## config.mk

```make
export PLATFORM = sky130hd
export DESIGN_NAME = sgs_shutter_special_vertical_timing
export DESIGN_NICKNAME = d
export VERILOG_FILES = /design/src/verilog/sgs_shutter_special_vertical_timing.v
export VERILOG_INCLUDE_DIRS = /design/src /design/src/verilog
export SDC_FILE = /design/constraint.sdc
export NUM_CORES = 1
export LEC_CHECK = 0
export BUFFER_PORTS_ARGS = -buffer_cell sky130_fd_sc_hd__buf_2
export CORE_MARGIN = 5
export CORE_UTILIZATION = 30
export DETAILED_ROUTE_END_ITERATION = 7
export PLACE_DENSITY_LB_ADDON = 0.15
export REMOVE_ABC_BUFFERS = 1
export SETUP_SLACK_MARGIN = 0.5
export SYNTH_ARGS = -nofsm -noshare
export SYNTH_HDL_FRONTEND = slang
export SYNTH_SLANG_ARGS = --single-unit
```

## constraint.sdc

```tcl
create_clock -name clk -period 4.85 [get_ports clk]
set_clock_uncertainty 0.2 [all_clocks]
set_input_delay 0.2425 -clock clk [delete_from_list [all_inputs] [get_ports clk]]
set_output_delay 0.2425 -clock clk [all_outputs]
set_load 0.01 [all_outputs]
```

## src/verilog/sgs_consts.vh

```
`ifndef SGS_CONSTS_VH
`define SGS_CONSTS_VH
// Control register addresses (plain register port, one word per address).
`define SGS_ADDR_CTRL1      4'h1
`define SGS_ADDR_CTRL_A     4'h0a
`define SGS_ADDR_CTRL_B     4'h0b
`define SGS_ADDR_MODE1      4'h2
`define SGS_ADDR_MODE2      4'h3
`define SGS_ADDR_SYS14      4'h4
`define SGS_ADDR_SYS15      4'h5
`define SGS_ADDR_SPECIAL_VERTICAL_TIMING_V12   4'h6
`define SGS_ADDR_SPECIAL_VERTICAL_TIMING_V34   4'h7
`define SGS_ADDR_STATUS     4'h8
// Field positions.
`define SGS_C1_MULTI        0
`define SGS_C1_SUPPRESS     1
`define SGS_CA_COMBINE_LO   0
`define SGS_CA_SPECIAL_VERTICAL_ENABLE      4
`define SGS_CB_COUNT_LO     0
`define SGS_CB_OUT_EN       11
`define SGS_CB_HS_LO        12
`define SGS_M1_LINE_LO      0
`define SGS_M2_SET_SEL      0
`define SGS_SYS_FALL_LO     0
`define SGS_SYS_RISE_LO     9
`define SGS_SPECIAL_VERTICAL_TIMING_START_LO   0
`define SGS_SPECIAL_VERTICAL_TIMING_END_LO     13
// Reset values.
`define SGS_RST_WORD        32'h0000_0000
// Spacing between extra high speed pulses, in overlap-counter pixels.
`define SGS_HS_STEP         9'h020
`define SGS_HS_WIDTH        9'h008
`endif

```

## src/verilog/sgs_shutter_special_vertical_timing.v

```verilog
// Behaviour
// - Special vertical timing is produced only in the sensor gate line.
// - Four combine bits pick OR (0) or AND (1) per vertical phase.
// - AND phase: special timing starts high, falls at start toggle.
// - OR phase: special timing starts low, rises at start toggle.
// - Special toggle positions compare against the 13-bit line pixel counter.
// - Normal mode: at most one shutter pulse per line, count 0-2047 per field.
// - Shutter pulses begin on the line after the sensor gate line.
// - Suppress bit set omits the first shutter pulse after the gate line.
// - Shutter pulse idles high, falls at first toggle, rises at second.
// - Two sets of 9-bit toggle positions compared with the overlap counter.
// - Set select 0 picks set one, 1 picks set two.
// - Output enable 0 disables the substrate clock output, 1 enables.
// - Single mode, count n: one extra pulse at predefined position n.
// - Multiple mode, count n: n extra sequential pulses in the line.
// - High speed count zero adds no extra pulses.
// - Special vertical enable 0 disables, 1 enables the feature.
// - Seven-bit gate active line; line pixel counter starts there.
`timescale 1ns/1ps
`default_nettype none
`include "sgs_consts.vh"
module sgs_shutter_special_vertical_timing (
  // Clock and reset.
  input  wire        clk,
  input  wire        rst,
  // Register port.
  input  wire        reg_wr,
  input  wire [3:0]  reg_addr,
  input  wire [31:0] reg_wdata,
  output reg  [31:0] reg_rdata,
  // Timing references.
  input  wire        line_sync,
  input  wire        field_sync,
  input  wire [8:0]  overlap_pixel_counter,
  // Vertical phases from the normal sequencer, bit 0 is phase one.
  input  wire [3:0]  vertical_in,
  // Outputs.
  output reg  [3:0]  vertical_out,
  output reg         substrate_clock
);

  ////////////////////////////////////////////////////////////////////////////
  // Control fields, written through the register port.
  reg        multi_r;
  reg        suppress_r;
  reg [3:0]  combine_r;
  reg        special_vertical_enable_r;
  reg [10:0] count_cfg_r;
  reg        out_en_r;
  reg [2:0]  hs_cnt_r;
  reg [6:0]  gate_line_r;
  reg        set_sel_r;
  reg [8:0]  set_one_fall_r;
  reg [8:0]  set_one_rise_r;
  reg [8:0]  set_two_fall_r;
  reg [8:0]  set_two_rise_r;
  // Toggle pairs are shared by phases one and two, and by three and four.
  reg [12:0] toggle_start_v12_r;
  reg [12:0] toggle_end_v12_r;
  reg [12:0] toggle_start_v34_r;
  reg [12:0] toggle_end_v34_r;

  always @(posedge clk) begin
    if (rst) begin
      multi_r            <= 1'b0;
      suppress_r         <= 1'b0;
      combine_r          <= 4'h0;
      special_vertical_enable_r          <= 1'b0;
      count_cfg_r        <= 11'h000;
      out_en_r           <= 1'b0;
      hs_cnt_r           <= 3'h0;
      gate_line_r        <= 7'h00;
      set_sel_r          <= 1'b0;
      set_one_fall_r     <= 9'h000;
      set_one_rise_r     <= 9'h000;
      set_two_fall_r     <= 9'h000;
      set_two_rise_r     <= 9'h000;
      toggle_start_v12_r <= 13'h0000;
      toggle_end_v12_r   <= 13'h0000;
      toggle_start_v34_r <= 13'h0000;
      toggle_end_v34_r   <= 13'h0000;
    end else if (reg_wr) begin
      case (reg_addr)
        `SGS_ADDR_CTRL1: begin
          multi_r    <= reg_wdata[`SGS_C1_MULTI];
          suppress_r <= reg_wdata[`SGS_C1_SUPPRESS];
        end
        `SGS_ADDR_CTRL_A: begin
          combine_r <= reg_wdata[`SGS_CA_COMBINE_LO +: 4];
          special_vertical_enable_r <= reg_wdata[`SGS_CA_SPECIAL_VERTICAL_ENABLE];
        end
        `SGS_ADDR_CTRL_B: begin
          count_cfg_r <= reg_wdata[`SGS_CB_COUNT_LO +: 11];
          out_en_r    <= reg_wdata[`SGS_CB_OUT_EN];
          hs_cnt_r    <= reg_wdata[`SGS_CB_HS_LO +: 3];
        end
        `SGS_ADDR_MODE1: begin
          gate_line_r <= reg_wdata[`SGS_M1_LINE_LO +: 7];
        end
        `SGS_ADDR_MODE2: begin
          set_sel_r <= reg_wdata[`SGS_M2_SET_SEL];
        end
        `SGS_ADDR_SYS14: begin
          set_one_fall_r <= reg_wdata[`SGS_SYS_FALL_LO +: 9];
          set_one_rise_r <= reg_wdata[`SGS_SYS_RISE_LO +: 9];
        end
        `SGS_ADDR_SYS15: begin
          set_two_fall_r <= reg_wdata[`SGS_SYS_FALL_LO +: 9];
          set_two_rise_r <= reg_wdata[`SGS_SYS_RISE_LO +: 9];
        end
        `SGS_ADDR_SPECIAL_VERTICAL_TIMING_V12: begin
          toggle_start_v12_r <= reg_wdata[`SGS_SPECIAL_VERTICAL_TIMING_START_LO +: 13];
          toggle_end_v12_r   <= reg_wdata[`SGS_SPECIAL_VERTICAL_TIMING_END_LO +: 13];
        end
        `SGS_ADDR_SPECIAL_VERTICAL_TIMING_V34: begin
          toggle_start_v34_r <= reg_wdata[`SGS_SPECIAL_VERTICAL_TIMING_START_LO +: 13];
          toggle_end_v34_r   <= reg_wdata[`SGS_SPECIAL_VERTICAL_TIMING_END_LO +: 13];
        end
        default: begin
        end
      endcase
    end
  end

  ////////////////////////////////////////////////////////////////////////////
  // Line and field bookkeeping.
  // Edge positions of the selected set; both sets stay programmed so a
  // switch between them needs only the select bit.
  wire [8:0] fall_pos = set_sel_r ? set_two_fall_r : set_one_fall_r;
  wire [8:0] rise_pos = set_sel_r ? set_two_rise_r : set_one_rise_r;

  reg [6:0]  line_r;
  reg [12:0] line_pix_r;
  reg        in_gate_line_r;
  reg        after_gate_r;
  reg        skip_line_r;
  reg [10:0] field_left_r;
  reg        line_fired_r;
  wire       line_last   = (line_r == 7'h7f);
  wire [6:0] line_inc    = line_r + 7'h01;
  wire       rise_here   = (overlap_pixel_counter == rise_pos);
  wire       pulses_left = (field_left_r != 11'h000);

  always @(posedge clk) begin
    if (rst) begin
      line_r         <= 7'h00;
      line_pix_r     <= 13'h0000;
      in_gate_line_r <= 1'b0;
      after_gate_r   <= 1'b0;
      skip_line_r    <= 1'b0;
      field_left_r   <= 11'h000;
      line_fired_r   <= 1'b0;
    end else if (field_sync) begin
      // The stretch from the field sync to the first line sync is line zero.
      line_r         <= 7'h00;
      line_pix_r     <= 13'h0000;
      in_gate_line_r <= (gate_line_r == 7'h00);
      after_gate_r   <= 1'b0;
      skip_line_r    <= 1'b0;
      field_left_r   <= count_cfg_r;
      line_fired_r   <= 1'b0;
    end else if (line_sync) begin
      // The line count saturates so a long field cannot wrap onto the gate line.
      line_r         <= line_last ? line_r : line_inc;
      in_gate_line_r <= !line_last && (line_inc == gate_line_r);
      line_pix_r     <= 13'h0000;
      if (in_gate_line_r) begin
        after_gate_r <= 1'b1;
      end
      // Only the line right after the gate line can be swallowed.
      skip_line_r    <= in_gate_line_r && suppress_r;
      line_fired_r   <= 1'b0;
    end else begin
      line_pix_r <= line_pix_r + 13'h0001;
      // The field count is spent at the rise, also for a swallowed pulse.
      if (after_gate_r && !line_fired_r && pulses_left && rise_here) begin
        line_fired_r <= 1'b1;
        field_left_r <= field_left_r - 11'h001;
      end
    end
  end

  ////////////////////////////////////////////////////////////////////////////
  // Substrate clock shaping.
  // Half open window: a pulse lets go on its end position.
  function in_win;
    input [8:0] pos;
    input [8:0] lo;
    input [8:0] hi;
    begin
      in_win = (pos >= lo) && (pos < hi);
    end
  endfunction

  // Start of extra pulse idx; it sits idx steps after the normal rise.
  function [8:0] extra_base;
    input [8:0] rise;
    input [2:0] idx;
    begin
      extra_base = rise + ({6'h00, idx} * `SGS_HS_STEP);
    end
  endfunction

  // Multiple mode keeps positions 1 to n, single mode only position n.
  function extra_used;
    input       multi;
    input [2:0] cnt;
    input [2:0] idx;
    begin
      if (multi) begin
        extra_used = (idx <= cnt);
      end else begin
        extra_used = (idx == cnt);
      end
    end
  endfunction

  // True while the pixel sits inside the window of extra pulse idx.
  function extra_hit;
    input [8:0] pix;
    input [8:0] rise;
    input [2:0] idx;
    reg   [8:0] lo;
    begin
      lo        = extra_base(rise, idx);
      extra_hit = in_win(pix, lo, lo + `SGS_HS_WIDTH);
    end
  endfunction

  // Positions wrap at the end of the overlap count; the user keeps the last
  // wanted position inside the line.
  wire [7:1] extra_on;
  assign extra_on[1] = extra_used(multi_r, hs_cnt_r, 3'h1) &&
                       extra_hit(overlap_pixel_counter, rise_pos, 3'h1);
  assign extra_on[2] = extra_used(multi_r, hs_cnt_r, 3'h2) &&
                       extra_hit(overlap_pixel_counter, rise_pos, 3'h2);
  assign extra_on[3] = extra_used(multi_r, hs_cnt_r, 3'h3) &&
                       extra_hit(overlap_pixel_counter, rise_pos, 3'h3);
  assign extra_on[4] = extra_used(multi_r, hs_cnt_r, 3'h4) &&
                       extra_hit(overlap_pixel_counter, rise_pos, 3'h4);
  assign extra_on[5] = extra_used(multi_r, hs_cnt_r, 3'h5) &&
                       extra_hit(overlap_pixel_counter, rise_pos, 3'h5);
  assign extra_on[6] = extra_used(multi_r, hs_cnt_r, 3'h6) &&
                       extra_hit(overlap_pixel_counter, rise_pos, 3'h6);
  assign extra_on[7] = extra_used(multi_r, hs_cnt_r, 3'h7) &&
                       extra_hit(overlap_pixel_counter, rise_pos, 3'h7);
  wire extra_low = |extra_on;

  // A swallowed line drops its extras too, so that line carries no shutter.
  wire shutter_line = after_gate_r && !skip_line_r;
  wire line_ok      = shutter_line && pulses_left && !line_fired_r;
  wire extra_ok     = shutter_line && line_fired_r;
  wire main_low     = line_ok && in_win(overlap_pixel_counter, fall_pos, rise_pos);
  wire sub_nxt      = out_en_r ? !(main_low || (extra_ok && extra_low)) : 1'b1;

  // Status word: where the field stands and how many pulses remain.
  wire [31:0] status_word = {19'h00000, after_gate_r, in_gate_line_r, field_left_r};

  ////////////////////////////////////////////////////////////////////////////
  // Special vertical timing per phase.
  // Level of the internal special timing: an AND phase rests high and an
  // OR phase rests low, each flipping between the start and end toggles.
  function special_vertical_timing_level;
    input        and_mode;
    input [12:0] pix;
    input [12:0] start_pos;
    input [12:0] end_pos;
    begin
      if (pix >= start_pos && pix < end_pos) begin
        special_vertical_timing_level = !and_mode;
      end else begin
        special_vertical_timing_level = and_mode;
      end
    end
  endfunction

  // Merge of one phase with its special timing, by the phase's combine bit.
  function merge_phase;
    input and_mode;
    input vin;
    input special_vertical_timing;
    begin
      if (and_mode) begin
        merge_phase = vin & special_vertical_timing;
      end else begin
        merge_phase = vin | special_vertical_timing;
      end
    end
  endfunction

  wire       special_vertical_timing_live = special_vertical_enable_r && in_gate_line_r;
  wire [3:0] special_vertical_timing_sig;
  wire [3:0] vert_merged;
  wire [3:0] vert_nxt;

  assign special_vertical_timing_sig[0] = special_vertical_timing_level(combine_r[0], line_pix_r,
                                  toggle_start_v12_r, toggle_end_v12_r);
  assign special_vertical_timing_sig[1] = special_vertical_timing_level(combine_r[1], line_pix_r,
                                  toggle_start_v12_r, toggle_end_v12_r);
  assign special_vertical_timing_sig[2] = special_vertical_timing_level(combine_r[2], line_pix_r,
                                  toggle_start_v34_r, toggle_end_v34_r);
  assign special_vertical_timing_sig[3] = special_vertical_timing_level(combine_r[3], line_pix_r,
                                  toggle_start_v34_r, toggle_end_v34_r);

  assign vert_merged[0] = merge_phase(combine_r[0],
                                      vertical_in[0], special_vertical_timing_sig[0]);
  assign vert_merged[1] = merge_phase(combine_r[1],
                                      vertical_in[1], special_vertical_timing_sig[1]);
  assign vert_merged[2] = merge_phase(combine_r[2],
                                      vertical_in[2], special_vertical_timing_sig[2]);
  assign vert_merged[3] = merge_phase(combine_r[3],
                                      vertical_in[3], special_vertical_timing_sig[3]);

  // Outside the gate line, or with the feature off, the phases pass untouched.
  assign vert_nxt = special_vertical_timing_live ? vert_merged : vertical_in;

  // Every output leaves from a flip-flop so the drivers see no decode glitches.
  always @(posedge clk) begin
    if (rst) begin
      vertical_out <= 4'h0;
    end else begin
      vertical_out <= vert_nxt;
    end
  end

  always @(posedge clk) begin
    if (rst) begin
      substrate_clock <= 1'b1;
    end else begin
      substrate_clock <= sub_nxt;
    end
  end

  always @(posedge clk) begin
    if (rst) begin
      reg_rdata <= `SGS_RST_WORD;
    end else begin
      reg_rdata <= status_word;
    end
  end

endmodule // sgs_shutter_special_vertical_timing
`default_nettype wire

```

==> results by stage <==
Final layout:
- The number of fillers in the final layout is roughly 3500.
- The number of inserted diodes is 0.
- In the final layout, the share of cells above drive strength 1 is 0.102.
- The area growth from synthesis to layout is 16.5%.
- The total number of nets in the final design is between 1000 and 1500.
- The utilization after layout is 0.355.

Critical path:
- STA puts the critical path data arrival time at around 4.2 ns.
- The critical path is of the reg2reg type.
- STA puts the critical path data required time at between 4 and 5 ns.
- The worst setup path is launched from a flip-flop.
- The critical path capture point type is a flip-flop.
- Along the worst path, the maximum fanout reaches 13.

Clocking:
- The clock slew seen by the registers of the worst setup and hold paths is approximately 0.08 ns.
- The number of buffers created by CTS is 17.
- The clock reaches the later pin of the worst-skew pair after about 0.43 ns.
- The number of buffers between clock root and the deepest sink is 2.
- After clock tree synthesis, the flow added hold-fix buffers numbering 32.
- The clock drives approximately 170 sinks.
- The TritonCTS clock tree is yes.
- The number of setup buffers added after CTS is 0.
- The CTS root buffer is clkbuf_16.
- The number of levels the H-tree was split into is 4.
- The count of cells resized by post-cts repair is 0.

Detailed routing:
- The detail-routed net length per standard cell is 15.8 microns.
- The remaining antenna violation count is 0.
- The average vias per placed instance is approximately 4.7.
- The top routing layer in use is met4.
- The number of violations reported at the end of detailed-routing iteration 0 is 350.
- For this run, the detailed router's first-pass iteration total came to 4.
- For this block, wires on met1 add up to 13.8 mm.
- Detailed routing placed a total of between 500 and 600 microns of wire on met3.
- After detailed routing, the number of remaining DRC violations is 0.
- The detailed-route via count is 8095.
- The overall routed net length is between 20 and 30 mm.
- After detailed routing, the met2 layer carries roughly 13 mm of wire.

Global route:
- The number of antenna violations at the first check in global routing is 0.
- The total overflow reported by the global router is 0.
- The first global-routing pass estimated about 44 mm of wire.
- The combined global-route utilization of all metal layers is 0.150.
- The largest net degree at the start of global routing is 80.
- The via count of the first global-routing pass is around 8000.

Yosys:
- The prevailing post-synth register cell is dfxtp_1.
- Counting flops with a built-in enable in the synthesized netlist gives 0.
- The count of synthesis-stage warnings from yosys is 0.
- Averaged over all synthesized cells, the footprint is 8.30 sq um.
- The synthesized cell area is 9950 sq um.
- In this run, distinct cell masters in the synthesized netlist total 57.
- For this run, the register share of the synthesized area comes to 0.344.
- The flip-flop and latch count after synthesis is about 170.
- The number of cells produced by synthesis is 1199.
- In the synthesized netlist the async set-or-reset flop fraction comes to 0.

Place:
- Port buffering added 65 buffers.
- The congestion estimate from routability-driven global placement came to about 0.8.
- The half-perimeter wire length after placement is between 15 and 20 mm.

STA:
- The final-report max-slew violation count is 0.
- For the finished layout, the period the worst path requires is approximately 4.1 ns.
- Final hold analysis gives a worst-case slack of roughly 0.038 ns.
- The total negative slack is 0 ns.
- The number of failing setup endpoints in the final timing report is 0.
- The relative max-transition margin is 0.276.
- Setup repair after global routing left no endpoint under its margin.
- The worst-margin pin slew is about 1.1 ns.
- The number of hold violations in the final report is 0.
- The maximum operating frequency is approximately 240 MHz.
- The ratio of final minimum period to clock period is 0.843.

Job:
- The reported max-cap violation count is 0.

Floorplanning:
- The core area is between 30000 and 40000 sq um.
- The area of the die is about 37000 sq um.
- The initial standard-cell utilization of the core is 0.305.
- Row generation in the floorplan step produced 66 rows.
- The vertical extent of the die is ~190 microns.
- The x dimension of the die is 192 microns.
- The top-level port count is 91.

Hold path:
- The path class of the lowest-slack min-delay path is in2reg.

Power and ir drop:
- The design draws slightly above 0.003 W.
- The power density normalized to cell area is around 260 nW/um^2.
- The worst-case IR drop observed on VDD is approximately 0.23 mV.
- The static leakage is between 4 and 5 nW.

Run status:
- The flow ran to the end, and the final reports show no timing, DRC or antenna violations.
-- cells in the final DEF, fill, tap and decap left out, types with 8 or more instances in the layout --
cell	netlist	final
nand2_1	211	211
dfxtp_1	171	171
ha_1	122	122
a21oi_1	117	117
nor2_1	84	81
inv_1	80	80
buf_2	1	64
mux2i_1	53	53
dlygate4sd3_1	0	32
xor2_1	30	30
xnor2_1	28	28
nand3_1	22	22
nor2b_1	21	21
a21o_1	21	21
conb_1	1	19
o21ai_0	17	17
clkbuf_16	0	17
nand2b_1	15	15
buf_4	19	15
nor4_1	13	13
and3_1	9	9
nand4_1	9	9
a211oi_1	9	9
a2111oi_0	9	9
nor3_1	9	8
o21a_1	8	8
-- area by class of cell --
type                       instances  area [sq um]  share of cell area
clock inverter                    11           110             0.00950
timing repair buffer             111           753              0.0650
tap                              442           553              0.0477
sequential                       171          3420               0.295
clock buffer                      20           457              0.0394
multi-input combinational        902          6000               0.517
inverter                          80           300              0.0259
-- stage by stage --
| step | setup WS, ns | instances | cell area (sq um) |
|---|---|---|---|
| floorplan | 0.674 | 1153 | 9700 |
| global placement | 0.698 | 1674 | 10700 |
| detailed placement | 0.728 | 1674 | 10700 |
| CTS | 0.726 | 1737 | 11600 |
| global route | 0.519 | 1737 | 11600 |
| finish | 0.763 | 1737 | 11600 |
-- kinds of logic (layout without fill, tap and decap cells) --
family          count (synthesis)  in the layout  share of synthesized area
compound gates                216            216                      0.134
xor+xnor                       58             58                     0.0510
fa+ha+maj                     122            122                      0.153
buf+inv                       144            222                     0.0620
flops                         171            171                      0.344
mux                            60             60                     0.0612
other cells                     1             19                   0.000377
simple gates                  427            427                      0.194
-- worst paths after layout --
kind | startpoint | to | slack (ns) | depth (start not counted)
setup / recovery | set_sel_r$_SDFFE_PP0P_ | substrate_clock$_SDFF_PP1_ | 0.76 | 12
hold / removal | reg_wdata[0] | set_one_fall_r[0]$_SDFFE_PP0P_ | 0.04 | 3
setup reg to reg | set_sel_r$_SDFFE_PP0P_ | substrate_clock$_SDFF_PP1_ | 0.76 | 12
hold reg to reg | set_two_rise_r[2]$_SDFFE_PP0P_ | set_two_rise_r[2]$_SDFFE_PP0P_ | 0.25 | 2
-- synthesized netlist by cell type, drive strengths merged, types with 4 or more instances --
cell	number	area share
nand2	211	0.080
clkbuf	37	0.014
and3	9	0.0057
inv	80	0.030
nor3	9	0.0045
xnor2	28	0.025
nand3	22	0.011
dfxtp	171	0.34
buf	27	0.017
a21o	21	0.016
nor4	13	0.0082
o211ai	4	0.0030
or3	7	0.0044
o31ai	4	0.0030
nand2b	15	0.0094
nor2	85	0.032
xor2	30	0.026
mux2	7	0.0079
mux2i	53	0.053
ha	122	0.15
nand3b	6	0.0045
o21a	8	0.0060
o221ai	4	0.0035
a211oi	9	0.0068
or2	6	0.0038
o21ai	17	0.0085
a21oi	118	0.060
nor2b	21	0.013
a2111oi	9	0.0079
nand4	9	0.0057
-- power breakdown --
| part | total (W) | switching [W] | internal, W |
|---|---|---|---|
| Clock | 0.00135 | 0.000608 | 0.000741 |
| Sequential | 0.00143 | 0.0000131 | 0.00142 |
| Combinational | 0.000288 | 0.000175 | 0.000113 |
| Total | 0.00307 | 0.000796 | 0.00228 |
-- metal layers --
metal / vias up / GRT usage
li1: 4226 / -
met1: 3762 / 0.206
met2: 89 / 0.250
met3: 18 / 0.0204
met4: 0 / 0.0343
met5: - / 0
-- critical path, stage by stage (launching register included) --
cell,delay (ns)
dfxtp_1,0.55
mux2_2,0.51
inv_1,0.18
ha_1,0.18
xor2_1,0.31
nand3_1,0.14
xnor2_1,0.17
ha_1,0.31
o211ai_1,0.08
o31ai_1,0.29
o22ai_1,0.16
or4_1,0.60
a221oi_1,0.31
-- registers in the layout, indices dropped and copies added (netlist names), 3 cells and up --
name	count
line_r	7
vertical_out	4
count_cfg_r	11
set_two_rise_r	9
combine_r	4
gate_line_r	7
set_one_fall_r	9
toggle_start_v12_r	13
toggle_start_v34_r	13
set_one_rise_r	9
set_two_fall_r	9
reg_rdata	13
field_left_r	11
line_pix_r	13
hs_cnt_r	3
toggle_end_v34_r	13
toggle_end_v12_r	13
(Power assumes the default switching activity.)
